===== src/design/servo_phase_pkg.sv =====
package servo_phase_pkg;

	localparam int RING_W = 8;
	localparam int NUM_PHASES = 16;
	localparam int PHASE_IDX_W = 4;

	// Crystal and reference rates, in kHz and in hundredths of a kHz.
	localparam int CRYSTAL_KHZ = 6600;
	localparam int REF_CENTI_KHZ = 41250;
	localparam int CLK_PERIOD_NS = 50;
	localparam int SYS_KHZ = 1000000 / CLK_PERIOD_NS;

	localparam int ACC_W = 16;
	localparam logic [ACC_W-1:0] ACC_STEP = ACC_W'(CRYSTAL_KHZ);
	localparam logic [ACC_W-1:0] ACC_WRAP = ACC_W'(SYS_KHZ);
	localparam logic [ACC_W-1:0] ACC_RESET = 16'h0000;
	localparam logic [RING_W-1:0] RING_RESET = 8'h00;

	// Phase numbers in sixteenths of one reference cycle.
	localparam logic [PHASE_IDX_W-1:0] PH_EXC_B = 4'h0;
	localparam logic [PHASE_IDX_W-1:0] PH_EXC_A = 4'h4;
	localparam logic [PHASE_IDX_W-1:0] PH_REF_C = 4'h2;
	localparam logic [PHASE_IDX_W-1:0] PH_REF_D = 4'h6;
	localparam logic [PHASE_IDX_W-1:0] PH_REF_180 = 4'h8;
	localparam logic [PHASE_IDX_W-1:0] PH_REF_180_INV = 4'h0;
	localparam logic [1:0] POS_IDX_LOW = 2'h0;

	localparam int DUTY_CNT_W = 8;
	localparam logic [DUTY_CNT_W-1:0] DUTY_CNT_RESET = 8'h00;
	localparam logic [DUTY_CNT_W-1:0] DUTY_CNT_ONE = 8'h01;

	localparam int NUM_CMP = 3;
	localparam int CMP_ODD = 0;
	localparam int CMP_EVEN = 1;
	localparam int CMP_POS = 2;

	localparam int NUM_WIN = 3;
	localparam int WIN_FB = 0;
	localparam int WIN_C = 1;
	localparam int WIN_D = 2;

	typedef struct packed {
		logic min_speed_request;
		logic forward_select_n;
		logic detent_n;
	} seek_req_t;

	typedef struct packed {
		logic fwd_drive_on;
		logic rev_drive_on;
		logic speed_inc_on;
		logic odd_fb_connect;
		logic odd_fb_ground;
		logic even_fb_connect;
		logic even_fb_ground;
		logic position_on;
	} switch_ctl_t;

	typedef struct packed {
		logic odd_cmp;
		logic even_cmp;
		logic pos_cmp;
		logic quad_c;
		logic quad_d;
		logic code_e;
		logic code_f;
	} servo_timing_t;

	typedef struct packed {
		logic excitation_a;
		logic excitation_b;
	} excitation_t;

endpackage


===== src/design/phase_ring.sv =====
`timescale 1ns/10ps
module phase_ring (
	input wire logic clk_sys_i,
	input wire logic rstn_i,
	output logic [servo_phase_pkg::RING_W-1:0] ring_o,
	output logic step_o
);
	import servo_phase_pkg::*;

	logic [ACC_W-1:0] acc_r;
	logic [ACC_W-1:0] acc_nxt;
	logic [ACC_W-1:0] acc_sum;

	// The crystal rate is rebuilt from the system clock by a rate accumulator.
	always_comb begin
		acc_sum = acc_r + ACC_STEP;
		step_o = (acc_sum >= ACC_WRAP);
		acc_nxt = step_o ? (acc_sum - ACC_WRAP) : acc_sum;
	end

	always_ff @(posedge clk_sys_i or negedge rstn_i) begin
		if (!rstn_i) begin
			acc_r <= ACC_RESET;
		end else begin
			acc_r <= acc_nxt;
		end
	end

	// Twisted ring: eight stages, sixteen states per reference cycle.
	always_ff @(posedge clk_sys_i or negedge rstn_i) begin
		if (!rstn_i) begin
			ring_o <= RING_RESET;
		end else if (step_o) begin
			ring_o <= {ring_o[RING_W-2:0], ~ring_o[RING_W-1]};
		end
	end

endmodule


===== src/design/phase_compare.sv =====
`timescale 1ns/10ps
module phase_compare (
	input wire logic clk_sys_i,
	input wire logic rstn_i,
	input wire logic set_i,
	input wire logic clr_i,
	output logic q_o
);

	// Set takes priority when both edges land in one cycle.
	always_ff @(posedge clk_sys_i or negedge rstn_i) begin
		if (!rstn_i) begin
			q_o <= 1'b0;
		end else if (set_i) begin
			q_o <= 1'b1;
		end else if (clr_i) begin
			q_o <= 1'b0;
		end
	end

endmodule


===== src/design/head_servo_phase_logic.sv =====
`timescale 1ns/10ps
// Behaviour
// - Eight-stage shift register clocked continuously
// - Sixteen equal phases of reference square wave
// - Excitation A lags excitation B quarter cycle
// - Transducer phase cycles once per four tracks
// - Minimum-speed request switches extra speed increment
// - Forward select steers forward or reverse switch
// - Detent forces both drive switches off
// - Odd compare: set transducer fall, clear reference fall
// - Even compare uses inverted half-cycle reference
// - Compare duty ramps per four tracks forward
// - Feedback window from transducer XOR reference
// - Odd and even feedback switched complementarily
// - Quadrants C, D use own reference phases
// - Code flip-flops capture C, D; held in detent
// - Out of detent code follows C and D
// - Two-bit code selects one of four references
// - Detent enables position switch
module head_servo_phase_logic (
	input wire logic clk_sys_i,
	input wire logic rstn_i,
	input wire servo_phase_pkg::seek_req_t seek_i,
	input wire logic transducer_phase_square_i,
	output servo_phase_pkg::excitation_t excitation_o,
	output servo_phase_pkg::switch_ctl_t switch_o,
	output servo_phase_pkg::servo_timing_t timing_o,
	output logic [servo_phase_pkg::NUM_PHASES-1:0] phases_o
);
	import servo_phase_pkg::*;

	// Expands the ring into its true outputs followed by its inverted outputs.
	function automatic logic [NUM_PHASES-1:0] expand_phases(input logic [RING_W-1:0] ring);
		expand_phases = {~ring, ring};
	endfunction

	// Picks one phase out of a sixteen-phase vector.
	function automatic logic phase_pick(input logic [NUM_PHASES-1:0] vec, input logic [PHASE_IDX_W-1:0] idx);
		phase_pick = vec[idx];
	endfunction

	logic [RING_W-1:0] ring;
	logic ring_step;
	logic [NUM_PHASES-1:0] phases;
	logic [NUM_PHASES-1:0] phases_prev_r;
	logic [NUM_PHASES-1:0] phase_fall;

	logic xdcr_meta_r;
	logic xdcr_sync_r;
	logic xdcr_prev_r;
	logic xdcr_fall;

	logic [PHASE_IDX_W-1:0] pos_idx;
	logic [NUM_CMP-1:0] cmp_clr;
	logic [NUM_CMP-1:0] cmp_q;

	logic [NUM_WIN-1:0] win_ref;
	logic [NUM_WIN-1:0] win_ref_fall;
	logic [NUM_WIN-1:0] win_r;

	logic code_c_r;
	logic code_d_r;
	logic code_e;
	logic code_f;

	phase_ring u_ring (
		.clk_sys_i(clk_sys_i),
		.rstn_i(rstn_i),
		.ring_o(ring),
		.step_o(ring_step)
	);

	assign phases = expand_phases(ring);

	always_ff @(posedge clk_sys_i or negedge rstn_i) begin
		if (!rstn_i) begin
			phases_prev_r <= {NUM_PHASES{1'b0}};
		end else begin
			phases_prev_r <= phases;
		end
	end

	assign phase_fall = phases_prev_r & ~phases;

	always_ff @(posedge clk_sys_i or negedge rstn_i) begin
		if (!rstn_i) begin
			excitation_o <= '0;
			phases_o <= {NUM_PHASES{1'b0}};
		end else begin
			excitation_o.excitation_a <= phase_pick(phases, PH_EXC_A);
			excitation_o.excitation_b <= phase_pick(phases, PH_EXC_B);
			phases_o <= phases;
		end
	end

	// The transducer return is asynchronous to the system clock.
	always_ff @(posedge clk_sys_i or negedge rstn_i) begin
		if (!rstn_i) begin
			xdcr_meta_r <= 1'b0;
			xdcr_sync_r <= 1'b0;
			xdcr_prev_r <= 1'b0;
		end else begin
			xdcr_meta_r <= transducer_phase_square_i;
			xdcr_sync_r <= xdcr_meta_r;
			xdcr_prev_r <= xdcr_sync_r;
		end
	end

	assign xdcr_fall = xdcr_prev_r & ~xdcr_sync_r;

	// One transducer phase cycle spans four tracks, so the two-bit code
	// picks one of four references spaced a quarter cycle apart.
	assign pos_idx = {code_e, code_f, POS_IDX_LOW};

	always_comb begin
		cmp_clr = '0;
		cmp_clr[CMP_ODD] = phase_fall[PH_REF_180];
		cmp_clr[CMP_EVEN] = phase_fall[PH_REF_180_INV];
		cmp_clr[CMP_POS] = phase_pick(phase_fall, pos_idx);
	end

	genvar gi;
	generate
		for (gi = 0; gi < NUM_CMP; gi++) begin : g_cmp
			phase_compare u_cmp (
				.clk_sys_i(clk_sys_i),
				.rstn_i(rstn_i),
				.set_i(xdcr_fall),
				.clr_i(cmp_clr[gi]),
				.q_o(cmp_q[gi])
			);
		end
	endgenerate

	always_comb begin
		win_ref = '0;
		win_ref[WIN_FB] = phase_pick(phases, PH_REF_180);
		win_ref[WIN_C] = phase_pick(phases, PH_REF_C);
		win_ref[WIN_D] = phase_pick(phases, PH_REF_D);
		win_ref_fall = '0;
		win_ref_fall[WIN_FB] = phase_fall[PH_REF_180];
		win_ref_fall[WIN_C] = phase_fall[PH_REF_C];
		win_ref_fall[WIN_D] = phase_fall[PH_REF_D];
	end

	// Each window measures the XOR duty over one reference cycle and flips
	// at the half level, standing in for the integrator and comparator.
	generate
		for (gi = 0; gi < NUM_WIN; gi++) begin : g_win
			logic [DUTY_CNT_W-1:0] hi_cnt_r;
			logic [DUTY_CNT_W-1:0] tot_cnt_r;
			logic xor_now;
			assign xor_now = xdcr_sync_r ^ win_ref[gi];
			always_ff @(posedge clk_sys_i or negedge rstn_i) begin
				if (!rstn_i) begin
					hi_cnt_r <= DUTY_CNT_RESET;
					tot_cnt_r <= DUTY_CNT_RESET;
					win_r[gi] <= 1'b0;
				end else if (win_ref_fall[gi]) begin
					win_r[gi] <= ({hi_cnt_r, 1'b0} > {1'b0, tot_cnt_r});
					hi_cnt_r <= xor_now ? DUTY_CNT_ONE : DUTY_CNT_RESET;
					tot_cnt_r <= DUTY_CNT_ONE;
				end else begin
					if (xor_now && (hi_cnt_r != {DUTY_CNT_W{1'b1}})) begin
						hi_cnt_r <= hi_cnt_r + DUTY_CNT_ONE;
					end
					if (tot_cnt_r != {DUTY_CNT_W{1'b1}}) begin
						tot_cnt_r <= tot_cnt_r + DUTY_CNT_ONE;
					end
				end
			end
		end
	endgenerate

	// Code flip-flops hold their state while detent is asserted.
	always_ff @(posedge clk_sys_i or negedge rstn_i) begin
		if (!rstn_i) begin
			code_c_r <= 1'b0;
			code_d_r <= 1'b0;
		end else if (seek_i.detent_n) begin
			code_c_r <= win_r[WIN_C];
			code_d_r <= win_r[WIN_D];
		end
	end

	// The XOR turns the quadrant pair into a binary count.
	assign code_e = code_c_r;
	assign code_f = code_c_r ^ code_d_r;

	always_ff @(posedge clk_sys_i or negedge rstn_i) begin
		if (!rstn_i) begin
			timing_o <= '0;
		end else begin
			timing_o.odd_cmp <= cmp_q[CMP_ODD];
			timing_o.even_cmp <= cmp_q[CMP_EVEN];
			timing_o.pos_cmp <= cmp_q[CMP_POS];
			timing_o.quad_c <= win_r[WIN_C];
			timing_o.quad_d <= win_r[WIN_D];
			timing_o.code_e <= code_e;
			timing_o.code_f <= code_f;
		end
	end

	// Direction follows the seek logic's select, which reflects the carry.
	always_ff @(posedge clk_sys_i or negedge rstn_i) begin
		if (!rstn_i) begin
			switch_o <= '0;
		end else begin
			switch_o.fwd_drive_on <= seek_i.detent_n & ~seek_i.forward_select_n;
			switch_o.rev_drive_on <= seek_i.detent_n & seek_i.forward_select_n;
			switch_o.speed_inc_on <= ~(~seek_i.min_speed_request);
			switch_o.even_fb_connect <= win_r[WIN_FB];
			switch_o.odd_fb_ground <= win_r[WIN_FB];
			switch_o.odd_fb_connect <= ~win_r[WIN_FB];
			switch_o.even_fb_ground <= ~win_r[WIN_FB];
			switch_o.position_on <= ~seek_i.detent_n;
		end
	end

endmodule


===== config.mk =====
export PLATFORM = sky130hd
export DESIGN_NAME = head_servo_phase_logic
export DESIGN_NICKNAME = d
export VERILOG_FILES = /design/src/design/servo_phase_pkg.sv /design/src/design/phase_ring.sv /design/src/design/phase_compare.sv /design/src/design/head_servo_phase_logic.sv
export SDC_FILE = /design/constraint.sdc
export NUM_CORES = 1
export LEC_CHECK = 0
export ABC_CLOCK_PERIOD_IN_PS = 5800
export BUFFER_PORTS_ARGS = -buffer_cell sky130_fd_sc_hd__buf_4
export CORE_MARGIN = 2
export CORE_UTILIZATION = 49
export CTS_BUF_LIST = sky130_fd_sc_hd__clkbuf_4 sky130_fd_sc_hd__clkbuf_8
export CTS_CLUSTER_DIAMETER = 120
export CTS_CLUSTER_SIZE = 14
export DETAILED_ROUTE_END_ITERATION = 16
export HOLD_SLACK_MARGIN = 0.06
export PLACE_DENSITY = 0.78
export SETUP_SLACK_MARGIN = 0.2
export SYNTH_ARGS = -nofsm -noshare
export SYNTH_HDL_FRONTEND = slang
export SYNTH_HIERARCHICAL = 1
export SYNTH_SLANG_ARGS = --single-unit

===== constraint.sdc =====
create_clock -name clk_sys_i -period 5.8 [get_ports clk_sys_i]
set_input_delay 0.58 -clock clk_sys_i [delete_from_list [all_inputs] [get_ports clk_sys_i]]
set_output_delay 0.58 -clock clk_sys_i [all_outputs]
set_load 0.03 [all_outputs]

After elaboration in Yosys (flattened, before gate mapping):

Cells that the tools add are included.

* output and inout port bits: 33
* flip-flop bits (word level): 114
* input port bits: 6
* logic and storage cells: 105

* reduce and logical (&&, ||, !) cells: 12
* mux-type cells: 24
* $lt $le $gt $ge: 5
* bitwise gates (word level): 15
* eq/ne operators: 6
* add/sub/neg operators: 8

Operator list (number)
* 8-bit two-way mux: 12
* 8-bit by 1-bit adder with 8-bit output (second input constant): 6
* 8-bit != test (second input constant): 6
* 9-bit by 8-bit greater-than comparator with 1-bit output: 3
* 2-bit nonzero test: 9
* 16-bit by 13-bit adder with 16-bit output (second input constant): 1
* 16-bit by 15-bit >= comparator with 1-bit output (second input constant): 1
* 16-bit two-way mux: 1
* 16-bit by 15-bit subtractor with 16-bit output (second input constant): 1
* 13-bit AND: 1
* 13-bit NOT: 1
* 1-bit two-way mux: 10
* 8-bit NOT: 1
* 4-bit by 5-bit < comparator with 1-bit output (second input constant): 1
* 1-bit NOT: 5
* 1-bit XOR: 4
* 1-bit AND: 3
* 1-bit logical AND: 3
* 1-bit binary-select mux with 2-bit select: 1

Depth between registers and ports, before layout:

Gate-level depths: netlist of run 1.

* depth in word-level cells: 7
* mapped depth: 11
* mapped depth without buffers: 9

Hierarchy:

The synthesis of run 1 kept the hierarchy.

By module, submodules not included
* head_servo_phase_logic: times used 1, cells each 396, area each 4157.7 sq um, seq. area each 2127.0 sq um
* phase_ring: times used 1, cells each 124, area each 1323.8 sq um, seq. area each 525.5 sq um
* phase_compare: times used 3, cells each 3, area each 36.3 sq um, seq. area each 25.0 sq um

Worst setup path before layout of run 1:

OpenSTA, ideal clock, no wires.

* kind: register to register
* from: register u_ring.acc_r[3]
* to: register u_ring.acc_r[8]
* data required time: 5664 ps
* stages on the path, launching flop included: 11
* clock period less this slack: 2578 ps
* buffers on the path: 2
* arrival time: 2442 ps
* path slack: 3222 ps
* library setup time: 136 ps
* cells stage by stage: dfrtp_1 ha_1 buf_2 a2111oi_4 nand2_1 o22a_1 o31a_1 o21ai_4 buf_8 nand2_2 xor2_1

* word-level cells in the longest chain between the ends: 3
* elaborated cells on any way between the ends: 4
* those cells by class: 2 x add/sub; 1 x order compare; 1 x mux

Ends and longest elaborated chain
* from (decl): RTL line phase_ring.sv:10 `logic [ACC_W-1:0] acc_r;`
* from (signal assigned): RTL line phase_ring.sv:25 `acc_r <= acc_nxt;`
* 16-bit by 13-bit adder with 16-bit output: RTL line phase_ring.sv:16 `acc_sum = acc_r + ACC_STEP;`
* 16-bit by 15-bit >= comparator with 1-bit output: RTL line phase_ring.sv:17 `step_o = (acc_sum >= ACC_WRAP);`
* net ring_step: RTL line head_servo_phase_logic.sv:43 `logic ring_step;`
* 16-bit two-way mux: RTL line phase_ring.sv:18 `acc_nxt = step_o ? (acc_sum - ACC_WRAP) : acc_sum;`
* net u_ring.acc_nxt[8]: RTL line phase_ring.sv:11 `logic [ACC_W-1:0] acc_nxt;`

The timed path passes the listed nets, and every way through them passes these cells.
A chain may end at the register's enable or synchronous reset.

Worst setup path after layout of run 1:

* from: register u_ring.acc_r[3]
* to: register u_ring/ring_o[2] in the netlist's numbering

* word-level cells in the longest chain between the ends: 2

Ends and longest elaborated chain
* 16-bit by 13-bit adder with 16-bit output: RTL line phase_ring.sv:16
* 16-bit by 15-bit >= comparator with 1-bit output: RTL line phase_ring.sv:17
* net ring_step: RTL line head_servo_phase_logic.sv:43
* to (signal assigned): RTL line phase_ring.sv:34 `ring_o <= {ring_o[RING_W-2:0], ~ring_o[RING_W-1]};`
* to (decl): RTL line phase_ring.sv:5 `output logic [servo_phase_pkg::RING_W-1:0] ring_o,`

The timed path passes the listed nets, and every way through them passes these cells.

==> impl_metrics.yaml, run 1 <==
critical_path:
  cpMaxStageDelayCell: "a2111oi_4"
  cp-start-kind: "flop"
  critical_path_class: "flop to flop"
  cp_slowest_stage_delay_ns: 0.52
  cp-end-kind: "flop"
  critPathMaxFanout: 18
  cp.arrival_ns: 3.29
  critPathTopFamily: "compound AO/OA/AOI/OAI gates"
  critPathBufInv: 0
  required_ns: 6.07
  crit_path_cell_trace: "ha_1, a2111oi_4, nand2_1, o22a_1, o31a_1, o21ai_4, mux2_2"
cells_and_area:
  fin_area_sq_um: 6150
  num_antenna_cells: 0
  nets: 598
  drive_above_1_share_pct: 15.3
  area_delta_synth_final_pct: 9.96
placed_design:
  portBuffers: 38
  place_area_sq_um: 5940
  hpwl_um: 7470
  gp_congestion: 0.905
global_route:
  grt_pass1_wl_um: 17600
  track_usage_pct: 17.2
  grt_pass1_vias: 3863
  antenna_found_initial: 0
  grt-ovfl-total: 0
  grt_max_degree: 70
pwr:
  swShare_pct: 28.9
  p_leak_uw: 0.00278
  power.switching_uw: 475
  max-vdd-ir-drop_v: 0.000142
  p_clk_share_pct: 28.7
  pwr-share-comb_pct: 16.5
  p_int_uw: 1170
  power.density_nw_per_um2: 267
  pwr-share-seq_pct: 54.7
cts:
  clockBufferDepth: 2
  cts_resized: 0
  clock-root-buffer: "clkbuf_8"
  clk_pin_slew_ns: 0.10
  insertion_delay_ns: 0.37
  cts_tree: "yes"
  hold_buffers: 0
  post_cts_buffers: 0
  clock-sinks: 109
  htreeDepth: 3
  cts_made_buffers: 9
yosys:
  synthArstFlopShare_pct: 100
  syn_area_per_cell_sq_um: 10.6
  synth-xor-area-share_pct: 5.55
  synth-compound-area-share_pct: 15.1
  synth_top_family_by_area: "simple AND/OR/NAND/NOR gates"
  syn_inst: 529
  syn_nets: 565
  yosys.cell_types.count: 73
  ys.flop_type: "dfrtp_1"
  yosysWarnings: 6
  synth_area_sq_um: 5590
  synth-simple-area-share_pct: 15.9
  muxShareOfSynthArea_pct: 3.07
  ys_seq_area_share_pct: 48.8
  synthAdderAreaFrac_pct: 6.71
  synth_seq_cells: 109
  synth_edf_count: 0
die:
  coreArea_sq_um: 11300
  ios: 39
  die_h_um: 111
  die_area_sq_um: 12300
  rows: 39
  die_w_um: 111
  start_util_pct: 49.6
timing:
  setup_viol: 0
  max_slew_margin_pct: 32.2
  skew_ns: 0.0117
  min_period_ns: 3.03
  fin_tns_setup_ns: 0
  fmax_mhz: 331
  drv_slew: 0
  hold_viol: 0
  worstMarginPinSlew_ns: 1.02
  grt_setup_unrepaired: "false"
  min_period_over_period_pct: 52.2
flow_run:
  maxCapViolCount: 0
routing:
  wl_per_cell_um: 14.5
  via_per_inst: 5.68
  wl_um: 10300
  dr.first_iter.drc_count: 183
  drcViolationCount: 0
  dr.pass1.iters: 4
  drtAntennaViolNets: 0
  vias: 4036
min_path:
  hold_path.class: "primary input to async pin"
status:
  status: "finished, final reports clean"
[logic make-up (layout without fill, tap and decap cells)]
| logic type | count (synthesis) | in the layout |
|---|---|---|
| AND/OR/NAND/NOR | 167 | 167 |
| AO/OA/AOI/OAI | 118 | 118 |
| flip-flops | 109 | 109 |
| buffers and inverters | 57 | 95 |
| XOR/XNOR | 32 | 32 |
| adder cells (fa/ha/maj) | 30 | 30 |
| multiplexers | 16 | 16 |
[registers in the layout, summed over array words and instances, names as in the netlist]
| signal | flops |
|---|---|
| xdcr_sync_r | 1 |
| code_c_r | 1 |
| win_r | 3 |
| xdcr_prev_r | 1 |
| u_ring/ring_o | 8 |
| xdcr_meta_r | 1 |
| g_cmp.u_cmp/q_o | 3 |
| switch_o | 6 |
| timing_o | 7 |
| g_win.hi_cnt_r | 24 |
| u_ring/acc_r | 13 |
| phases_o | 16 |
| code_d_r | 1 |
| g_win.tot_cnt_r | 24 |
[Yosys cell counts (6+ instances only)]
cell type,n,area share (%)
a31oi_1,11,1.2
and2_1,6,0.67
dfrtp_1,109,49
nor2_1,29,1.9
o21ai_0,21,1.9
o211ai_1,6,0.81
or4_1,6,0.81
xnor2_1,13,2.0
mux2_2,9,1.8
nand2_1,38,2.6
a21oi_1,22,2.0
xor2_1,15,2.4
a21o_1,7,0.94
inv_1,40,2.7
ha_1,30,6.7
nand4_1,11,1.2
mux2i_1,7,1.3
a211oi_1,7,0.94
nor3_1,8,0.72
nand3_1,21,1.9
and3_1,11,1.2
nor2b_1,10,1.1
[layout make-up]
| cell class | instances | area [sq um] |
|---|---|---|
| sequential | 109 | 2730 |
| clock buffer | 13 | 160 |
| multi-input combinational | 363 | 2590 |
| clock inverter | 3 | 43.8 |
| inverter | 40 | 150 |
| fill | 949 | 5120 |
| timing repair buffer | 39 | 293 |
| tap | 143 | 179 |
[per-stage QoR]
stage	setup slack, ns	hold WS (ns)	cells	util, %	power (uW)
final	2.77	0.165	710	54.5	1640
after global routing	2.62	0.195	710	54.5	1730
after CTS	2.81	0.176	710	54.5	1660
after detailed placement	2.83	0.346	694	52.7	1190
after global placement	2.92	0.335	694	52.7	1170
after floorplan	3.22	0.284	529	-	1090
[power groups by stage]
stage	sequential, uW	clock, uW	combinational, uW
global route	910	513	304
detailed placement	914	0	272
floorplan	929	0	158
global placement	911	0	260
CTS	900	483	276
finish	900	472	272
[cells in the final DEF, fill, tap and decap left out, types with 3 or more instances in the layout]
cell | netlist | routed
clkbuf_4 | 0 | 3
nor2b_1 | 10 | 10
nand4_1 | 11 | 11
o2111ai_1 | 3 | 3
and3_1 | 11 | 11
a21o_1 | 7 | 7
and2_1 | 6 | 6
a21oi_1 | 22 | 22
clkbuf_8 | 0 | 10
nand2_1 | 38 | 38
buf_4 | 5 | 39
o31ai_1 | 5 | 5
ha_1 | 30 | 30
nand3_1 | 21 | 21
nand2_2 | 3 | 3
nor2_1 | 29 | 29
nand2b_1 | 3 | 3
xnor2_1 | 13 | 13
nand3b_1 | 4 | 4
o211ai_1 | 6 | 6
xor2_1 | 15 | 15
o211a_1 | 3 | 3
mux2i_1 | 7 | 7
nor3_1 | 8 | 8
a31oi_1 | 11 | 11
dfrtp_1 | 109 | 109
inv_1 | 40 | 40
or4_1 | 6 | 6
o21ai_0 | 21 | 21
mux2_2 | 9 | 9
a211oi_1 | 7 | 7
[per-layer routing]
metal / track usage [%] / routed length [um] / vias to the layer above
li1: - / - / 1981
met1: 22.5 / 4730 / 1963
met2: 28.3 / 5000 / 79
met3: 4.16 / 405 / 13
met4: 5.83 / 190 / 0
met5: 0 / 0 / -
[worst paths after layout]
kind	startpoint	end	slack [ns]	depth (start not counted)
setup / recovery	u_ring/acc_r[3]	u_ring/ring_o[2]	2.77	7
hold / removal	rstn_i	g_win[1].tot_cnt_r[6]	0.16	1
setup reg to reg	u_ring/acc_r[3]	u_ring/ring_o[2]	2.77	7
hold reg to reg	xdcr_meta_r	xdcr_sync_r	0.36	0
max in group asynchronous	rstn_i	win_r[0]	4.42	2
min in group clk_sys_i	seek_i[2]	switch_o[5]	0.31	1
[worst reg2reg max path: cells and delay by family (launching register included)]
family | cells | cell delay, ns
AOI/OAI and AO/OA | 4 | 1.62
adders and majority gates | 1 | 0.34
DFF | 1 | 0.45
muxes | 1 | 0.41
and+or+nand+nor | 1 | 0.10
Note: power is estimated with default switching activity, not from simulation.
==> run 2: changes to the inputs <==
--- a/config.mk
+++ b/config.mk
@@ -5,7 +5,8 @@
 export SDC_FILE = /design/constraint.sdc
 export NUM_CORES = 1
 export LEC_CHECK = 0
-export ABC_CLOCK_PERIOD_IN_PS = 5800
+export ABC_AREA = 1
+export ABC_CLOCK_PERIOD_IN_PS = 2500
 export BUFFER_PORTS_ARGS = -buffer_cell sky130_fd_sc_hd__buf_4
 export CORE_MARGIN = 2
 export CORE_UTILIZATION = 49
@@ -14,7 +15,7 @@
 export CTS_CLUSTER_SIZE = 14
 export DETAILED_ROUTE_END_ITERATION = 16
 export HOLD_SLACK_MARGIN = 0.06
-export PLACE_DENSITY = 0.78
+export PLACE_DENSITY = 0.8
 export SETUP_SLACK_MARGIN = 0.2
 export SYNTH_ARGS = -nofsm -noshare
 export SYNTH_HDL_FRONTEND = slang
==> constraint.sdc (replaced) <==
create_clock -name clk_sys_i -period 2.5 [get_ports clk_sys_i]
set_input_delay 0.25 -clock clk_sys_i [delete_from_list [all_inputs] [get_ports clk_sys_i]]
set_output_delay 0.25 -clock clk_sys_i [all_outputs]
set_load 0.03 [all_outputs]
==> impl_metrics.yaml, run 2 <==
status:
  status: "finished, final reports clean"
critical_path:
  r2r_cells: 13
  critical_path_class: "flop to flop"
  cp.arrival_ns: 2.36
  required_ns: 2.79
  r2r-end: "u_ring/acc_r[13]"
  cp-start-kind: "flop"
  reg2reg_from: "u_ring/acc_r[3]"
  cp-end-kind: "flop"
  r2r_slack_ns: 0.43
  critPathMaxFanout: 19
timing:
  fin_tns_setup_ns: 0
  drv_slew: 0
  setup_viol: 0
  grt_setup_unrepaired: "false"
  min_period_ns: 2.07
  hold_viol: 0
  max_slew_margin_pct: 64.8
  min_period_over_period_pct: 82.9
  fmax_mhz: 483
  skew_ns: 0.0187
  worstMarginPinSlew_ns: 0.528
global_route:
  track_usage_pct: 19.7
  grt-busiest-layer: "met2"
  met1_usage_pct: 26.4
  use_met3_pct: 3.64
  grt_pass1_wl_um: 21000
  grt_use_met2_pct: 31.9
  grt_max_degree: 50
  grt_pass1_vias: 4615
  antenna_found_initial: 0
  grt-ovfl-total: 0
min_path:
  hold_path.class: "primary input to async pin"
flow_run:
  maxCapViolCount: 0
die:
  die_area_sq_um: 13200
  rows: 40
  start_util_pct: 50.1
  ios: 39
  die_h_um: 115
  die_w_um: 115
  coreArea_sq_um: 12000
yosys:
  synthArstFlopShare_pct: 100
  synth_top_cell_area_share_pct: 45.3
  synthTopCellsByCount: "221 x nand2_1, 115 x inv_1, 109 x dfrtp_1"
  ys.flop_type: "dfrtp_1"
  synth_seq_cells: 109
  ys_seq_area_share_pct: 45.3
  yosysWarnings: 6
  syn_nets: 794
  yosysMostFrequentCell: "nand2_1"
  syn_area_per_cell_sq_um: 7.94
  synth_edf_count: 0
  syn_inst: 758
  yosys.cell_types.count: 32
  synth_area_sq_um: 6020
  yosys-top-cells-area: "dfrtp_1 45%, nand2_1 14%, inv_1 7.2%"
  yosys.area.top_type: "dfrtp_1"
routing:
  drtAntennaViolNets: 0
  wl_per_cell_um: 12.6
  via_per_inst: 5.12
  dr.first_iter.drc_count: 438
  dr.pass1.iters: 5
  vias: 4901
  wl_um: 12000
  drcViolationCount: 0
cells_and_area:
  mostFrequentLayoutCells: "220 x nand2_1, 115 x inv_1, 109 x dfrtp_1, 72 x nand3_1, 45 x buf_4"
  num_antenna_cells: 0
  nets: 841
  final_common_cell: "nand2_1"
  drive_above_1_share_pct: 13.7
  fin_area_sq_um: 6670
  top_regs: "g_win.hi_cnt_r: 24 flops, g_win.tot_cnt_r: 24 flops, phases_o: 16 flops"
  final.fill_count: 1125
  area_delta_synth_final_pct: 10.9
  utilization_pct: 55.5
cts:
  clock-root-buffer: "clkbuf_8"
  clockBufferDepth: 2
  cts_made_buffers: 9
  htreeDepth: 3
  insertion_delay_ns: 0.40
  cts_tree: "yes"
  clk_pin_slew_ns: 0.11
  clock-sinks: 109
placed_design:
  hpwl_um: 8560
  portBuffers: 38
  place_area_sq_um: 6430
  gp_congestion: 0.884
pwr:
  power.density_nw_per_um2: 551
  max-vdd-ir-drop_v: 0.000248
  p_leak_uw: 0.00352
-- run 2: cell types whose count changed after synthesis, moves of 9 or more --
cell     before  now
a31oi_1      11    0
and3_1       11    0
inv_1        40  115
mux2_2        9    0
nand2_1      38  221
nand2_2       3   14
nand3_1      21   72
nand4_1      11   32
nor2_1       29   42
nor2b_1      10    0
xnor2_1      13    1
-- run 2: cell type report --
class / instances / area, sq um / area share (%)
Sequential cell: 109 / 2730 / 40.9
Multi-Input combinational cell: 516 / 2730 / 40.9
Inverter: 118 / 443 / 6.64
Clock buffer: 10 / 131 / 1.97
Timing Repair Buffer: 51 / 408 / 6.11
Clock inverter: 6 / 46.3 / 0.694
Tap cell: 147 / 184 / 2.76
-- run 2: worst max path at each step --
stage	cells after the start	start	slack, ns	end
global placement	13	u_ring/acc_r[3]	0.51	u_ring/acc_r[13]
floorplan	13	u_ring/acc_r[3]	0.62	u_ring/acc_r[14]
finish	13	u_ring/acc_r[3]	0.43	u_ring/acc_r[13]
global route	15	u_ring/acc_r[3]	0.21	u_ring/acc_r[15]
CTS	16	u_ring/acc_r[3]	0.37	u_ring/acc_r[13]
detailed placement	16	u_ring/acc_r[3]	0.40	u_ring/acc_r[13]
-- run 2: power breakdown --
| group | leakage, uW | internal, uW | total [uW] | switching [uW] |
|---|---|---|---|---|
| sequential | 0.00134 | 1890 | 2030 | 143 |
| clock | 0.0000867 | 381 | 1020 | 636 |
| combinational | 0.00209 | 248 | 624 | 375 |
| total | 0.00352 | 2520 | 3680 | 1150 |
-- run 2: layer usage --
layer	part of all wire [%]	up-vias
met5	0	-
li1	-	2497
met3	2.8	15
met2	47	71
met4	1.7	0
met1	48	2318
-- run 2: cells by family after synthesis --
kind of cell	after synthesis	synth area share (%)
and+or+nand+nor	417	31.8
buffers and inverters	133	9.32
DFF	109	45.3
AOI/OAI and AO/OA	56	5.41
adders and majority gates	30	6.24
xor gates and xnor gates	13	1.89
-- run 2: metrics by stage --
stage                     power [uW]  hold WS, ns  setup WS (ns)  std cells
after floorplan                 2470      -0.0456          0.625        758
final                           3680        0.341          0.428        957
after global routing            3880        0.367          0.207        957
after detailed placement        2690        0.251          0.404        935
after global placement          2660        0.241          0.505        935
after CTS                       3700        0.348          0.369        956
-- run 2: critical path: stages (launching register included) --
cell and delay [ns]:
dfrtp_1 0.42, ha_1 0.24, or2_1 0.23, nand2_1 0.13, nand2_1 0.09, nor2_1 0.09
nand2_1 0.10, nand2_2 0.10, nand2_2 0.08, nand2_4 0.07, nand3_2 0.07, buf_4 0.21
nand2_1 0.08, nand2_1 0.05
-- run 2: repair_timing --
item	4_1_cts	5_1_grt
setup endpoints to repair	0	19
buffers inserted	0	1
gates resized for setup	0	1
hold buffers	5	0
hold endpoints to repair	38	0
